$ cat config.mk
export PLATFORM = sky130hd
export DESIGN_NAME = t0cf_timer
export DESIGN_NICKNAME = d
export VERILOG_FILES = /design/src/t0cf_pkg.sv /design/src/t0cf_timer.sv
export SDC_FILE = /design/constraint.sdc
export NUM_CORES = 1
export LEC_CHECK = 0
export BUFFER_PORTS_ARGS = -buffer_cell sky130_fd_sc_hd__buf_2
export CORE_AREA = 4 4 136 105
export DETAILED_ROUTE_END_ITERATION = 10
export DIE_AREA = 0 0 140 109
export GPL_TIMING_DRIVEN = 1
export PLACE_DENSITY = 0.56
export SLEW_MARGIN = 20
export SYNTH_ARGS = -nofsm -noshare
export SYNTH_HDL_FRONTEND = slang
export SYNTH_SLANG_ARGS = --single-unit
export TNS_END_PERCENT = 100
$ cat constraint.sdc
create_clock -name clock_in -period 2.51 [get_ports clock_in]
set_input_delay 0.753 -clock clock_in [delete_from_list [all_inputs] [get_ports clock_in]]
set_output_delay 0.753 -clock clock_in [all_outputs]
set_load 0.02 [all_outputs]
$ cat src/t0cf_pkg.sv
// Register map, field positions, reset values and codes of the timer/counter
package t0cf_pkg;
  // I/O addresses
  localparam logic [5:0] ADDR_COMPARE_B  = 6'h12;
  localparam logic [5:0] ADDR_COMPARE_A  = 6'h13;
  localparam logic [5:0] ADDR_COUNT_HIGH = 6'h14;
  localparam logic [5:0] ADDR_CONTROL_A  = 6'h15;
  localparam logic [5:0] ADDR_COUNT_LOW  = 6'h32;
  localparam logic [5:0] ADDR_CONTROL_B  = 6'h33;
  localparam logic [5:0] ADDR_FLAGS      = 6'h38;
  localparam logic [5:0] ADDR_MASK       = 6'h39;

  // Control A fields
  localparam int CA_WIDE_BIT    = 7;
  localparam int CA_CAPTURE_BIT = 6;
  // Control B fields
  localparam int CB_SYNC_HOLD_BIT   = 4;
  localparam int CB_PRESC_CLEAR_BIT = 3;
  localparam int CB_CS_MSB          = 2;
  // Flag and mask bit positions (shared layout)
  localparam int BIT_COMPARE_A = 4;
  localparam int BIT_COMPARE_B = 3;
  localparam int BIT_OVERFLOW  = 1;
  localparam int BIT_CAPTURE   = 0;

  // Reset values
  localparam logic [7:0]  RESET_BYTE = 8'h00;
  localparam logic [15:0] RESET_WORD = 16'h0000;

  // Clock select codes
  localparam logic [2:0] CS_STOP     = 3'h0;
  localparam logic [2:0] CS_DIV1     = 3'h1;
  localparam logic [2:0] CS_DIV8     = 3'h2;
  localparam logic [2:0] CS_DIV64    = 3'h3;
  localparam logic [2:0] CS_DIV256   = 3'h4;
  localparam logic [2:0] CS_DIV1024  = 3'h5;
  localparam logic [2:0] CS_EXT_FALL = 3'h6;
  localparam logic [2:0] CS_EXT_RISE = 3'h7;

  // Prescaler taps, as log2 of the division ratio
  localparam int DIV8_BITS    = 3;
  localparam int DIV64_BITS   = 6;
  localparam int DIV256_BITS  = 8;
  localparam int DIV1024_BITS = 10;
  localparam int PRESC_WIDTH  = 10;
endpackage

$ cat src/t0cf_timer.sv
// Timer/counter 0: prescaler, 8/16-bit counter, compare, flags and interrupt requests
//
// Summary of operation
// - Sync hold keeps prescaler clear bit as written
// - Clearing sync hold clears prescaler clear bit
// - Prescaler clear bit self-clears unless sync hold
// - Clock select: stop, div 1/8/64/256/1024
// - Codes 110/111 count external falling/rising edges
// - External pin counts even when driven as output
// - Low count write blocks next compare match
// - Wide mode: one 16-bit counter via shared latch
// - Compare A matches counter low byte
// - Compare B: low byte, or high of 16-bit
// - Request needs enable, global enable and flag
// - Capture request needs enable, global, capture flag
// - Compare A flag: set on match, cleared twice
// - Wide compare sets flag A, not in capture
// - Compare B flag: set on match, cleared twice
// - Compare B flag never set in wide mode
// - Overflow flag set on wrap, cleared twice
// - Wide bit merges counter and compare registers
// - Write high byte first, read low first; low access moves latch
// - Capture flag cleared by vector or one-write
module t0cf_timer #(
  parameter int PRESC_W = t0cf_pkg::PRESC_WIDTH
) (
  input  wire logic       clock_in,         // I/O clock
  input  wire logic       rst_in,           // Synchronous reset, active high
  input  wire logic [5:0] io_addr_in,       // I/O register address
  input  wire logic       io_wr_in,         // Write strobe
  input  wire logic       io_rd_in,         // Read strobe
  input  wire logic [7:0] io_wdata_in,      // Write data
  output logic      [7:0] io_rdata_out,     // Read data, one cycle after strobe
  input  wire logic       global_irq_en_in, // Global interrupt enable
  input  wire logic       ack_compare_a_in, // Compare A vector taken
  input  wire logic       ack_compare_b_in, // Compare B vector taken
  input  wire logic       ack_overflow_in,  // Overflow vector taken
  input  wire logic       ack_capture_in,   // Capture vector taken
  input  wire logic       capture_event_in, // Capture event from front end
  input  wire logic       external_count_pin_in, // External count pin level
  output logic            irq_compare_a_out, // Compare A request
  output logic            irq_compare_b_out, // Compare B request
  output logic            irq_overflow_out,  // Overflow request
  output logic            irq_capture_out    // Capture request
);

  if (PRESC_W < t0cf_pkg::DIV1024_BITS) begin : g_check
    $error("PRESC_W too small for the largest division");
  end

  // All ones in the low n bits of the prescaler
  function automatic logic presc_tap(input logic [PRESC_W-1:0] p, input int n);
    logic ones;
    ones = 1'b1;
    for (int i = 0; i < n; i++) begin
      ones = ones & p[i];
    end
    return ones;
  endfunction

  logic [7:0]         temp_r;
  logic [15:0]        count_r;
  logic [7:0]         cmp_a_r;
  logic [7:0]         cmp_b_r;
  logic               wide_r;
  logic               capture_mode_r;
  logic               sync_hold_r;
  logic               psr_r;
  logic [2:0]         cs_r;
  logic [PRESC_W-1:0] presc_r;
  logic               ext_s1_r;
  logic               ext_s2_r;
  logic               ext_d3_r;
  logic               cmp_block_r;
  logic               flag_a_r;
  logic               flag_b_r;
  logic               flag_ovf_r;
  logic               flag_cap_r;
  logic               en_a_r;
  logic               en_b_r;
  logic               en_ovf_r;
  logic               en_cap_r;

  // Address decode
  wire wr_ctrl_a = io_wr_in && io_addr_in == t0cf_pkg::ADDR_CONTROL_A;
  wire wr_ctrl_b = io_wr_in && io_addr_in == t0cf_pkg::ADDR_CONTROL_B;
  wire wr_low    = io_wr_in && io_addr_in == t0cf_pkg::ADDR_COUNT_LOW;
  wire wr_high   = io_wr_in && io_addr_in == t0cf_pkg::ADDR_COUNT_HIGH;
  wire wr_cmp_a  = io_wr_in && io_addr_in == t0cf_pkg::ADDR_COMPARE_A;
  wire wr_cmp_b  = io_wr_in && io_addr_in == t0cf_pkg::ADDR_COMPARE_B;
  wire wr_flags  = io_wr_in && io_addr_in == t0cf_pkg::ADDR_FLAGS;
  wire wr_mask   = io_wr_in && io_addr_in == t0cf_pkg::ADDR_MASK;
  wire rd_low    = io_rd_in && io_addr_in == t0cf_pkg::ADDR_COUNT_LOW;
  wire rd_cmp_a  = io_rd_in && io_addr_in == t0cf_pkg::ADDR_COMPARE_A;

  // Tick selection; a held prescaler clear also halts the undivided source
  wire ext_rise = ext_s2_r && !ext_d3_r;
  wire ext_fall = !ext_s2_r && ext_d3_r;
  logic tick_src;
  always_comb begin
    unique case (cs_r)
      t0cf_pkg::CS_STOP:     tick_src = 1'b0;
      t0cf_pkg::CS_DIV1:     tick_src = 1'b1;
      t0cf_pkg::CS_DIV8:     tick_src = presc_tap(presc_r, t0cf_pkg::DIV8_BITS);
      t0cf_pkg::CS_DIV64:    tick_src = presc_tap(presc_r, t0cf_pkg::DIV64_BITS);
      t0cf_pkg::CS_DIV256:   tick_src = presc_tap(presc_r, t0cf_pkg::DIV256_BITS);
      t0cf_pkg::CS_DIV1024:  tick_src = presc_tap(presc_r, t0cf_pkg::DIV1024_BITS);
      t0cf_pkg::CS_EXT_FALL: tick_src = ext_fall;
      t0cf_pkg::CS_EXT_RISE: tick_src = ext_rise;
    endcase
  end
  wire timer_tick = tick_src && !psr_r;

  // Counter next value and overflow
  wire [15:0] count_inc = count_r + 16'h0001;
  wire        wrap_lo   = count_r[7:0] == 8'hFF;
  wire        wrap_all  = count_r == 16'hFFFF;
  wire        overflow  = timer_tick && (wide_r ? wrap_all : wrap_lo);
  wire        cnt_write = wr_low || wr_high;

  // Compare decode
  wire match_a8  = count_r[7:0] == cmp_a_r;
  wire match_b8  = count_r[7:0] == cmp_b_r;
  wire match_16  = count_r == {cmp_b_r, cmp_a_r};
  wire cmp_ok    = timer_tick && !cmp_block_r && !capture_mode_r;
  wire set_a     = cmp_ok && (wide_r ? match_16 : match_a8);
  wire set_b     = cmp_ok && !wide_r && match_b8;
  wire set_cap   = capture_event_in && capture_mode_r;

  // Flag next values: a set in the clearing cycle wins
  wire [7:0] fclr = wr_flags ? io_wdata_in : 8'h00;
  wire flag_a_nxt   = set_a || (flag_a_r && !fclr[t0cf_pkg::BIT_COMPARE_A]
                      && !ack_compare_a_in);
  wire flag_b_nxt   = set_b || (flag_b_r && !fclr[t0cf_pkg::BIT_COMPARE_B]
                      && !ack_compare_b_in);
  wire flag_ovf_nxt = overflow || (flag_ovf_r && !fclr[t0cf_pkg::BIT_OVERFLOW]
                      && !ack_overflow_in);
  wire flag_cap_nxt = set_cap || (flag_cap_r && !fclr[t0cf_pkg::BIT_CAPTURE]
                      && !ack_capture_in);

  // Read mux; in wide mode the count high byte, and compare B in capture mode, come from the shared latch
  wire [7:0] flags_rd = {3'h0, flag_a_r, flag_b_r, 1'b0, flag_ovf_r, flag_cap_r};
  wire [7:0] mask_rd  = {3'h0, en_a_r, en_b_r, 1'b0, en_ovf_r, en_cap_r};
  wire [7:0] ctrl_a_rd = {wide_r, capture_mode_r, 6'h00};
  wire [7:0] ctrl_b_rd = {3'h0, sync_hold_r, psr_r, cs_r};
  logic [7:0] rdata_nxt;
  always_comb begin
    unique case (io_addr_in)
      t0cf_pkg::ADDR_COUNT_LOW:  rdata_nxt = count_r[7:0];
      t0cf_pkg::ADDR_COUNT_HIGH: rdata_nxt = wide_r ? temp_r : count_r[15:8];
      t0cf_pkg::ADDR_COMPARE_A:  rdata_nxt = cmp_a_r;
      t0cf_pkg::ADDR_COMPARE_B:  rdata_nxt = (wide_r && capture_mode_r) ? temp_r : cmp_b_r;
      t0cf_pkg::ADDR_CONTROL_A:  rdata_nxt = ctrl_a_rd;
      t0cf_pkg::ADDR_CONTROL_B:  rdata_nxt = ctrl_b_rd;
      t0cf_pkg::ADDR_FLAGS:      rdata_nxt = flags_rd;
      t0cf_pkg::ADDR_MASK:       rdata_nxt = mask_rd;
      default:                   rdata_nxt = t0cf_pkg::RESET_BYTE;
    endcase
  end

  // External pin synchroniser and edge history
  always_ff @(posedge clock_in) begin
    ext_s1_r <= external_count_pin_in;
    ext_s2_r <= ext_s1_r;
    ext_d3_r <= ext_s2_r;
  end

  // Control registers and prescaler
  always_ff @(posedge clock_in) begin
    if (rst_in) begin
      wide_r         <= 1'b0;
      capture_mode_r <= 1'b0;
      sync_hold_r    <= 1'b0;
      psr_r          <= 1'b0;
      cs_r           <= t0cf_pkg::CS_STOP;
      presc_r        <= '0;
    end else begin
      if (wr_ctrl_a) begin
        wide_r         <= io_wdata_in[t0cf_pkg::CA_WIDE_BIT];
        capture_mode_r <= io_wdata_in[t0cf_pkg::CA_CAPTURE_BIT];
      end
      if (wr_ctrl_b) begin
        sync_hold_r <= io_wdata_in[t0cf_pkg::CB_SYNC_HOLD_BIT];
        psr_r       <= io_wdata_in[t0cf_pkg::CB_PRESC_CLEAR_BIT];
        cs_r        <= io_wdata_in[t0cf_pkg::CB_CS_MSB:0];
      end else if (!sync_hold_r) begin
        psr_r <= 1'b0;
      end
      presc_r <= psr_r ? '0 : presc_r + 1'b1;
    end
  end

  // Counter, shared latch and compare registers
  always_ff @(posedge clock_in) begin
    if (rst_in) begin
      count_r     <= t0cf_pkg::RESET_WORD;
      temp_r      <= t0cf_pkg::RESET_BYTE;
      cmp_a_r     <= t0cf_pkg::RESET_BYTE;
      cmp_b_r     <= t0cf_pkg::RESET_BYTE;
      cmp_block_r <= 1'b0;
    end else begin
      if (wr_low && wide_r) begin
        count_r <= {temp_r, io_wdata_in};
      end else if (wr_low) begin
        count_r[7:0] <= io_wdata_in;
      end else if (wr_high && !wide_r) begin
        count_r[15:8] <= io_wdata_in;
      end else if (timer_tick && wide_r) begin
        count_r <= count_inc;
      end else if (timer_tick) begin
        count_r[7:0] <= count_inc[7:0];
      end
      // Latch loads; a capture snapshot overrides software this cycle
      if ((wr_high || wr_cmp_b) && wide_r) begin
        temp_r <= io_wdata_in;
      end else if (rd_low && wide_r) begin
        temp_r <= count_r[15:8];
      end else if (rd_cmp_a && wide_r && capture_mode_r) begin
        temp_r <= cmp_b_r;
      end
      if (set_cap) begin
        cmp_a_r <= count_r[7:0];
        cmp_b_r <= count_r[15:8];
      end else if (wr_cmp_a && wide_r) begin
        cmp_a_r <= io_wdata_in;
        cmp_b_r <= temp_r;
      end else if (wr_cmp_a) begin
        cmp_a_r <= io_wdata_in;
      end else if (wr_cmp_b && !wide_r) begin
        cmp_b_r <= io_wdata_in;
      end
      if (wr_low) begin
        cmp_block_r <= 1'b1;
      end else if (timer_tick) begin
        cmp_block_r <= 1'b0;
      end
    end
  end

  // Flags, enables, requests and read data
  always_ff @(posedge clock_in) begin
    if (rst_in) begin
      flag_a_r          <= 1'b0;
      flag_b_r          <= 1'b0;
      flag_ovf_r        <= 1'b0;
      flag_cap_r        <= 1'b0;
      en_a_r            <= 1'b0;
      en_b_r            <= 1'b0;
      en_ovf_r          <= 1'b0;
      en_cap_r          <= 1'b0;
      irq_compare_a_out <= 1'b0;
      irq_compare_b_out <= 1'b0;
      irq_overflow_out  <= 1'b0;
      irq_capture_out   <= 1'b0;
      io_rdata_out      <= t0cf_pkg::RESET_BYTE;
    end else begin
      flag_a_r   <= flag_a_nxt;
      flag_b_r   <= flag_b_nxt;
      flag_ovf_r <= flag_ovf_nxt;
      flag_cap_r <= flag_cap_nxt;
      if (wr_mask) begin
        en_a_r   <= io_wdata_in[t0cf_pkg::BIT_COMPARE_A];
        en_b_r   <= io_wdata_in[t0cf_pkg::BIT_COMPARE_B];
        en_ovf_r <= io_wdata_in[t0cf_pkg::BIT_OVERFLOW];
        en_cap_r <= io_wdata_in[t0cf_pkg::BIT_CAPTURE];
      end
      irq_compare_a_out <= en_a_r && global_irq_en_in && flag_a_r;
      irq_compare_b_out <= en_b_r && global_irq_en_in && flag_b_r;
      irq_overflow_out  <= en_ovf_r && global_irq_en_in && flag_ovf_r;
      irq_capture_out   <= en_cap_r && global_irq_en_in && flag_cap_r;
      if (io_rd_in) begin
        io_rdata_out <= rdata_nxt;
      end
    end
  end
endmodule

==> impl_metrics.tcl, run 1 <==
set metrics [dict create \
    path_buf_inv 1 \
    ys.flop_type "dfxtp_1" \
    first_pass_iters 5 \
    crit_path_top_delay_cell "dfxtp_1" \
    wirelength_um 17600 \
    rsz0062_at_grt "false" \
    clock_latency_ns 0.35 \
    nNetsFinal 686 \
    synthCells 619 \
    cts_tree "built" \
    worstReg2RegStart "presc_r[0]" \
    antenna_cells 0 \
    clock_path_buffers 2 \
    synthArstFlopShare_pct 0 \
    yosys_warnings 0 \
    dr.first_iter.drc_count 559 \
    synth_area_leaders "dfxtp_1, mux2i_1, xnor2_1" \
    rows 36 \
    gp_congestion 0.977 \
    setup_viol 0 \
    cts_buffers 9 \
    worstSetupEndpointType "flop" \
    ctsHoldBuffers 0 \
    grt_usage_pct 23.2 \
    min_period_ns 2.16 \
    cp_cell_sequence "ha_1 -> ha_1 -> mux2_1 -> o21bai_2 -> a211oi_2 -> buf_4 -> o221a_1 -> nor4_1" \
    syn_area_per_cell_um2 8.22 \
    crit_start "presc_r[0]" \
    numClockSinks 81 \
    fmax_mhz 463 \
    p_leak_uw 0.00230 \
    wl_per_cell_um 21.2 \
    dp_cells 818 \
    cp_common_cell "ha_1" \
    synth_top_cell_area_share_pct 31.9 \
    cp_max_fo 5 \
    cp-start-kind "flop" \
    crit_path_end "count_r[4]" \
    p_per_area_nw_per_um2 485 \
    synth-seq-cells 81 \
    finalClockSkew_ns 0.00533 \
    cp_num_cells 8 \
    synth_seq_area_share_pct 31.9 \
    post_cts_resized 0 \
    ff2ff_path_depth 8 \
    num_vias 5003 \
    worst_pin_slew_ns 0.661 \
    grt_pass1_wl_um 27600 \
    cp.required_ns 2.76 \
    slew_headroom_pct 55.5 \
    die_h_um 109 \
    netlist_area_um2 5090 \
    globalRouteOverflowTotal 0 \
    cp.arrival_ns 2.41 \
    postCtsSetupBuffers 0 \
    drtAntennaViolNets 0 \
    hold_path.class "flop to flop" \
    r2r_slack_ns 0.35 \
    mostFrequentLayoutCell "dfxtp_1" \
    hold_viol_final 0 \
    cap_viol_max_count 0 \
    post-route-period-util_pct 86.1 \
    cts.clk_slew.worst_paths_ns 0.06 \
    outcome "finished, final reports clean" \
    htreeDepth 3 \
    cp_slowest_stage_delay_ns 0.33 \
    floorplan.initialDensity_pct 39.5 \
    fin_tns_setup_ns 0 \
    core_um2 12900 \
    viasPerCell 6.01 \
    critPathKind "flop to flop" \
    grt_pass1_vias 4753 \
    fp.dieW_um 140 \
    netlist.top_cell.by_area "dfxtp_1" \
    cts_root_buffer "clkbuf_16" \
    drive_gt1_share_pct 19.2 \
    synth_edf_count 0 \
    grt_antenna_before_repair 0 \
    die_area_um2 15300 \
    io_pins 37 \
    drc 0 \
    finalNonFillerCells 833 \
    crit_family "compound AO/OA/AOI/OAI gates" \
    yosysUniqueCellTypes 75 \
    power_uw 2860 \
    grt_max_degree 54 \
    holdWs_ns 0.326 \
    io_buffers 36 \
    final_util_pct 45.8 \
    r2r-end "count_r[4]" \
    drv_slew 0 \
    most-common-layout-cells "dfxtp_1, nand2_1, nor2_1, buf_4, buf_2" \
    syn2layout_area_growth_pct 16.0 \
    dpl.hpwl_um 13000 \
    syn-num-nets 647 \
    peakVddDrop_uv 330 \
]
## state kept, by name, indices dropped and copies added, names as in the netlist, 3 cells and up
name          flops
cs_r              3
temp_r            8
io_rdata_out      8
presc_r          10
count_r          16
cmp_a_r           8
cmp_b_r           8
## cell type report
type	count	area (um2)
flip-flops and latches	81	1620
clock inverters	5	56.3
repair buffers	84	578
multi-input cells	463	3120
inverters	19	71.3
clock buffers	10	239
well taps	171	214
fillers	1306	6980
## through the flow
| stage | cell area (um2) | setup WS [ns] |
|---|---|---|
| 2_1_floorplan | 5090 | 0.280 |
| 3_3_place_gp | 5610 | 0.133 |
| 3_5_place_dp | 5610 | 0.0986 |
| 4_1_cts | 5900 | 0.355 |
| 5_1_grt | 5900 | 0.199 |
| 6_report | 5900 | 0.350 |
## where the power goes
| group | total (uW) | internal (uW) | switching [uW] |
|---|---|---|---|
| Sequential | 1310 | 1300 | 14.0 |
| Combinational | 209 | 73.1 | 136 |
| Clock | 1340 | 790 | 550 |
| Total | 2860 | 2160 | 700 |
## worst min path at each step
stage                     to      from  slack [ns]  cells past startpoint
floorplan           ext_s2_r  ext_s1_r        0.31                      0
global placement    ext_s2_r  ext_s1_r        0.31                      0
detailed placement  ext_s2_r  ext_s1_r        0.31                      0
CTS                 ext_s2_r  ext_s1_r        0.33                      0
global route        ext_s2_r  ext_s1_r        0.35                      0
finish              ext_s2_r  ext_s1_r        0.33                      0
## cell usage after synthesis, types with 7 or more instances
cell and instances:
xnor2_1 26, a311oi_1 14, nand2_1 55, nand3_1 19, nor4_1 8, inv_1 18, o221ai_1 9, a22oi_1 9
nand4_1 14, dfxtp_1 81, mux2_2 12, mux2i_1 31, nor3_1 20, buf_2 20, a21oi_1 26, o21ai_1 9
o32ai_1 7, clkbuf_1 26, xor2_1 10, nor2_1 54, and3_1 12, o21ai_0 22, a211oi_1 20
## kinds of logic (layout without fill, tap and decap cells)
logic type               count (synthesis)  after routing  synth area share [%]
multiplexers                            44             44                  8.97
adder cells (fa/ha/maj)                  3              3                 0.738
AND/OR/NAND/NOR                        220            220                  22.1
XOR/XNOR                                36             36                  6.20
flip-flops                              81             81                  31.9
buffers and inverters                   75            118                  6.79
AO/OA/AOI/OAI                          160            160                  23.3
## layer usage
layer	wire, um	share of wire [%]	vias to the layer above	GRT usage, %
met5	0	0	-	0
met3	1660	9.4	29	5.35
met1	8450	48	2391	35.0
met4	338	1.9	0	6.02
met2	7200	41	225	33.2
li1	-	-	2358	-
(Power assumes the default switching activity.)
==> run 2: changes to the inputs <==
- CORE_AREA: 4 4 136 105 -> 4 4 128 100
- DIE_AREA: 0 0 140 109 -> 0 0 132 104
- MAX_ROUTING_LAYER: default -> met4
- PLACE_DENSITY: 0.56 -> 0.61
- REMOVE_ABC_BUFFERS: default -> 1
==> run 2 against run 1 <==
Compared with the run above:
- register-to-register slack worse by 0.02 ns
- clock power hardly changed
- non-clock buffer count is 8 lower
- maximum frequency is 1.0% lower
==> impl_metrics.tcl, run 2 (synthesized netlist as in run 1, its figures left out) <==
set metrics [dict create \
    cts_tree "built" \
    finalClockSkew_ns 0.00743 \
    p_per_area_nw_per_um2 497 \
    nNetsFinal 678 \
    io_pins 37 \
    cts_root_buffer "clkbuf_16" \
    cp_common_cell "ha_1" \
    postCtsSetupBuffers 0 \
    fmax_mhz 458 \
    clock_path_buffers 2 \
    setup_viol 0 \
    core_um2 11400 \
    floorplan.initialDensity_pct 44.5 \
    antenna_cells 0 \
    slew_headroom_pct 64.4 \
    grt_pass1_vias 4728 \
    drv_slew 0 \
    cp_slowest_stage_delay_ns 0.41 \
    post-route-period-util_pct 87.0 \
    drtAntennaViolNets 0 \
    htreeDepth 3 \
    r2r-end "count_r[12]" \
    ctsHoldBuffers 0 \
    worst_pin_slew_ns 0.531 \
    cp_cell_sequence "ha_1 -> ha_1 -> nand4b_1 -> o21a_1 -> a2111oi_4 -> buf_4 -> nor3_1 -> a311oi_1" \
    cp-start-kind "flop" \
    outcome "finished, final reports clean" \
    hold_viol_final 0 \
    wl_per_cell_um 21.9 \
    clock_latency_ns 0.35 \
    holdWs_ns 0.329 \
    rows 34 \
    cp.required_ns 2.76 \
    min_from "ext_s1_r" \
    rsz0062_at_grt "false" \
    top_register "count_r" \
    numClockSinks 81 \
    drive_gt1_share_pct 18.2 \
    fin_tns_setup_ns 0 \
    die_area_um2 13700 \
    globalRouteOverflowTotal 0 \
    cts.clk_slew.worst_paths_ns 0.06 \
    most-common-layout-cells "dfxtp_1, nand2_1, nor2_1, buf_4, buf_2" \
    hold_end "ext_s2_r" \
    min_path_cells 0 \
    min_period_ns 2.18 \
    dr.first_iter.drc_count 513 \
    grt_max_degree 31 \
    peakVddDrop_uv 422 \
    hold_path.class "flop to flop" \
    grt_antenna_before_repair 0 \
    worstReg2RegStart "presc_r[0]" \
    cap_viol_max_count 0 \
    largest_reg_flops 16 \
    gp_congestion 0.995 \
    io_buffers 36 \
    grt_usage_pct 25.7 \
    worstSetupEndpointType "flop" \
    num_vias 5009 \
    post_cts_resized 0 \
    fp.dieW_um 132 \
    cp.arrival_ns 2.43 \
    mostFrequentLayoutCell "dfxtp_1" \
    viasPerCell 6.27 \
    syn2layout_area_growth_pct 14.1 \
    r2r_slack_ns 0.33 \
    dpl.hpwl_um 12900 \
    cts_buffers 9 \
    critPathKind "flop to flop" \
    cp_max_fo 7 \
    drc 0 \
    first_pass_iters 5 \
    top_regs "count_r x16, presc_r x10" \
    wirelength_um 17500 \
    ff2ff_path_depth 8 \
    die_h_um 104 \
    crit_path_top_delay_cell "a2111oi_4" \
    grt_pass1_wl_um 27100 \
    p_leak_uw 0.00226 \
]
[run 2: changes by cell type in the layout (fill, tap and decap cells not counted), sizes merged]
cell / before / now
inv: 18 / 19
clkinv: 4 / 2
clkbuf: 10 / 11
clkinvlp: 1 / 2
buf: 84 / 76
[run 2: how the worst max path moves through the flow]
stage	from	end	slack, ns	cells past startpoint
2_1_floorplan	io_addr_in[3]	cmp_b_r[7]	0.09	5
3_3_place_gp	io_addr_in[3]	temp_r[2]	0.07	6
3_5_place_dp	io_addr_in[3]	temp_r[0]	0.03	6
4_1_cts	presc_r[0]	count_r[12]	0.31	8
5_1_grt	presc_r[0]	count_r[9]	0.13	8
6_report	presc_r[0]	count_r[12]	0.33	8
[run 2: layer usage]
metal / share of wire [%] / GRT usage (%) / vias up
met3: 9.7 / 7.40 / 35
met2: 41 / 36.1 / 246
li1: - / - / 2344
met5: 0 / - / -
met4: 2.5 / 6.60 / 0
met1: 47 / 36.0 / 2384
[run 2: power by group]
group / total, uW / internal [uW] / switching [uW]
registers: 1310 / 1300 / 15.0
logic: 206 / 71.1 / 135
clock network: 1370 / 803 / 562
total: 2890 / 2170 / 712
[run 2: critical path: cells and delay by family (launching register included)]
family	cells	cell delay [ns]
AOI/OAI and AO/OA	3	0.94
adders and majority gates	2	0.38
and+or+nand+nor	2	0.16
DFF	1	0.38
buffers and inverters	1	0.23
[run 2: area by class of cell]
type,count,area (um2)
clock buffers,11,243
clock inverters,5,62.6
fillers,1121,5640
inverters,19,71.3
multi-input cells,463,3120
flip-flops and latches,81,1620
well taps,144,180
repair buffers,76,505
[run 2: through the flow]
stage,setup WS (ns),cell area (um2),utilization [%],std cells,power [uW]
floorplan,0.0915,4810,-,563,1420
global placement,0.0653,5500,48.1,783,1540
detailed placement,0.0347,5500,48.1,783,1540
CTS,0.311,5810,50.7,799,2900
global route,0.127,5810,50.7,799,2970
finish,0.327,5810,50.7,799,2890
==> run 3: changes to the inputs <==
- MAX_ROUTING_LAYER: met4 -> default
- REMOVE_ABC_BUFFERS: 1 -> default
==> run 3 against run 2 <==
Compared with the run above:
- combinational power about the same
- clock skew about the same
- utilization up 0.43 points
- global-route usage down 0.25 points
- die area unchanged
- final cell count up 0.88%
- sequential power about the same
- register-to-register slack worse by 0.14 ns
- setup slack worse by 0.14 ns
- wire length up 2.0%
- non-clock buffer count up 7
- count of clock-buffer cells in the layout down 1
- critical path type unchanged
- largest cell class unchanged
==> impl_metrics.tcl, run 3 (synthesized netlist as in run 1, its figures left out) <==
set metrics [dict create \
    outcome "finished, final reports clean" \
    drv_slew 0 \
    largest_reg_flops 16 \
    io_buffers 36 \
    rsz0062_at_grt "false" \
    p_leak_uw 0.00230 \
    grt_usage_pct 25.4 \
    worst_pin_slew_ns 0.556 \
    die_h_um 104 \
    numClockSinks 81 \
    finalClockSkew_ns 0.00696 \
    cts_tree "built" \
    min_period_ns 2.32 \
    ctsHoldBuffers 0 \
    cap_viol_max_count 0 \
    fmax_mhz 431 \
    viasPerCell 6.39 \
    fin_tns_setup_ns 0 \
    drtAntennaViolNets 0 \
    first_pass_iters 5 \
    finalNonFillerCells 806 \
    grt_max_degree 31 \
    postCtsSetupBuffers 0 \
    syn2layout_area_growth_pct 15.0 \
    critPathKind "flop to flop" \
    cts.clk_slew.worst_paths_ns 0.07 \
    nNetsFinal 685 \
    clock_latency_ns 0.35 \
    die_area_um2 13700 \
    top_register "count_r" \
    wl_per_cell_um 22.2 \
    power_uw 2930 \
    top_regs "count_r x16, presc_r x10" \
    grt_antenna_before_repair 0 \
    post-route-period-util_pct 92.4 \
    cp.required_ns 2.74 \
    wirelength_um 17900 \
    gp_congestion 0.945 \
    globalRouteOverflowTotal 0 \
    floorplan.initialDensity_pct 44.5 \
    antenna_cells 0 \
    fp.dieW_um 132 \
    grt_pass1_wl_um 27200 \
    drive_gt1_share_pct 19.2 \
    num_vias 5150 \
    slew_headroom_pct 62.6 \
    rows 34 \
    cp-start-kind "flop" \
    io_pins 37 \
    hold_path.class "flop to flop" \
    drc 0 \
    post_cts_resized 0 \
    htreeDepth 3 \
    most-common-layout-cells "dfxtp_1, nand2_1, nor2_1, buf_4, buf_2" \
    cts_root_buffer "clkbuf_16" \
    p_per_area_nw_per_um2 500 \
    cts_buffers 9 \
    cp_max_fo 8 \
    dp_cells 790 \
    worstSetupEndpointType "flop" \
    grt_pass1_vias 4684 \
    mostFrequentLayoutCell "dfxtp_1" \
    cp.arrival_ns 2.55 \
    peakVddDrop_uv 279 \
    dr.first_iter.drc_count 415 \
    dpl.hpwl_um 13000 \
    hold_viol_final 0 \
    setup_viol 0 \
    core_um2 11400 \
    clock_path_buffers 2 \
]
[run 3: cell count changes in the layout (fill, tap and decap cells not counted), sizes merged]
cell and delta:
buf +7, clkinvlp -1, clkbuf -1, inv +1, clkinv +1
[run 3: power breakdown]
part	switching, uW	internal (uW)
combinational	136	72.3
clock	594	812
sequential	14.1	1300
[run 3: critical path: stages, from the launching register on]
cell       delay [ns]
dfxtp_1          0.38
ha_1             0.19
ha_1             0.18
nand4b_1         0.11
o21a_1           0.26
a2111oi_4        0.46
buf_4            0.24
nor3_1           0.06
a311oi_1         0.34
[run 3: final timing paths]
| path | from | to | slack (ns) | cells after the start |
|---|---|---|---|---|
| setup / recovery | presc_r[0] | count_r[9] | 0.19 | 8 |
| hold / removal | ext_s1_r | ext_s2_r | 0.33 | 0 |
| setup reg to reg | presc_r[0] | count_r[9] | 0.19 | 8 |
| hold reg to reg | ext_s1_r | ext_s2_r | 0.33 | 0 |
[run 3: through the flow]
stage,cell area (um2),utilization [%],hold WS [ns],setup slack [ns]
floorplan,5090,-,0.310,0.280
global placement,5540,48.4,0.315,0.131
detailed placement,5540,48.4,0.320,0.0849
CTS,5850,51.2,0.336,0.213
global route,5850,51.2,0.346,0.0911
finish,5850,51.2,0.332,0.192
[run 3: area by class of cell]
type / count / area, um2
inverter: 19 / 71.3
multi-input combinational: 463 / 3120
clock inverter: 6 / 75.1
sequential: 81 / 1620
fill: 1106 / 5590
timing repair buffer: 83 / 546
tap: 144 / 180
clock buffer: 10 / 239
[run 3: metal layers]
layer  GRT usage (%)  vias up  share of wire [%]
li1                -     2363                  -
met1            37.0     2470                 46
met2            36.2      270                 41
met3            5.66       47                9.4
met4            10.0        0                3.3
met5               0        -                  0
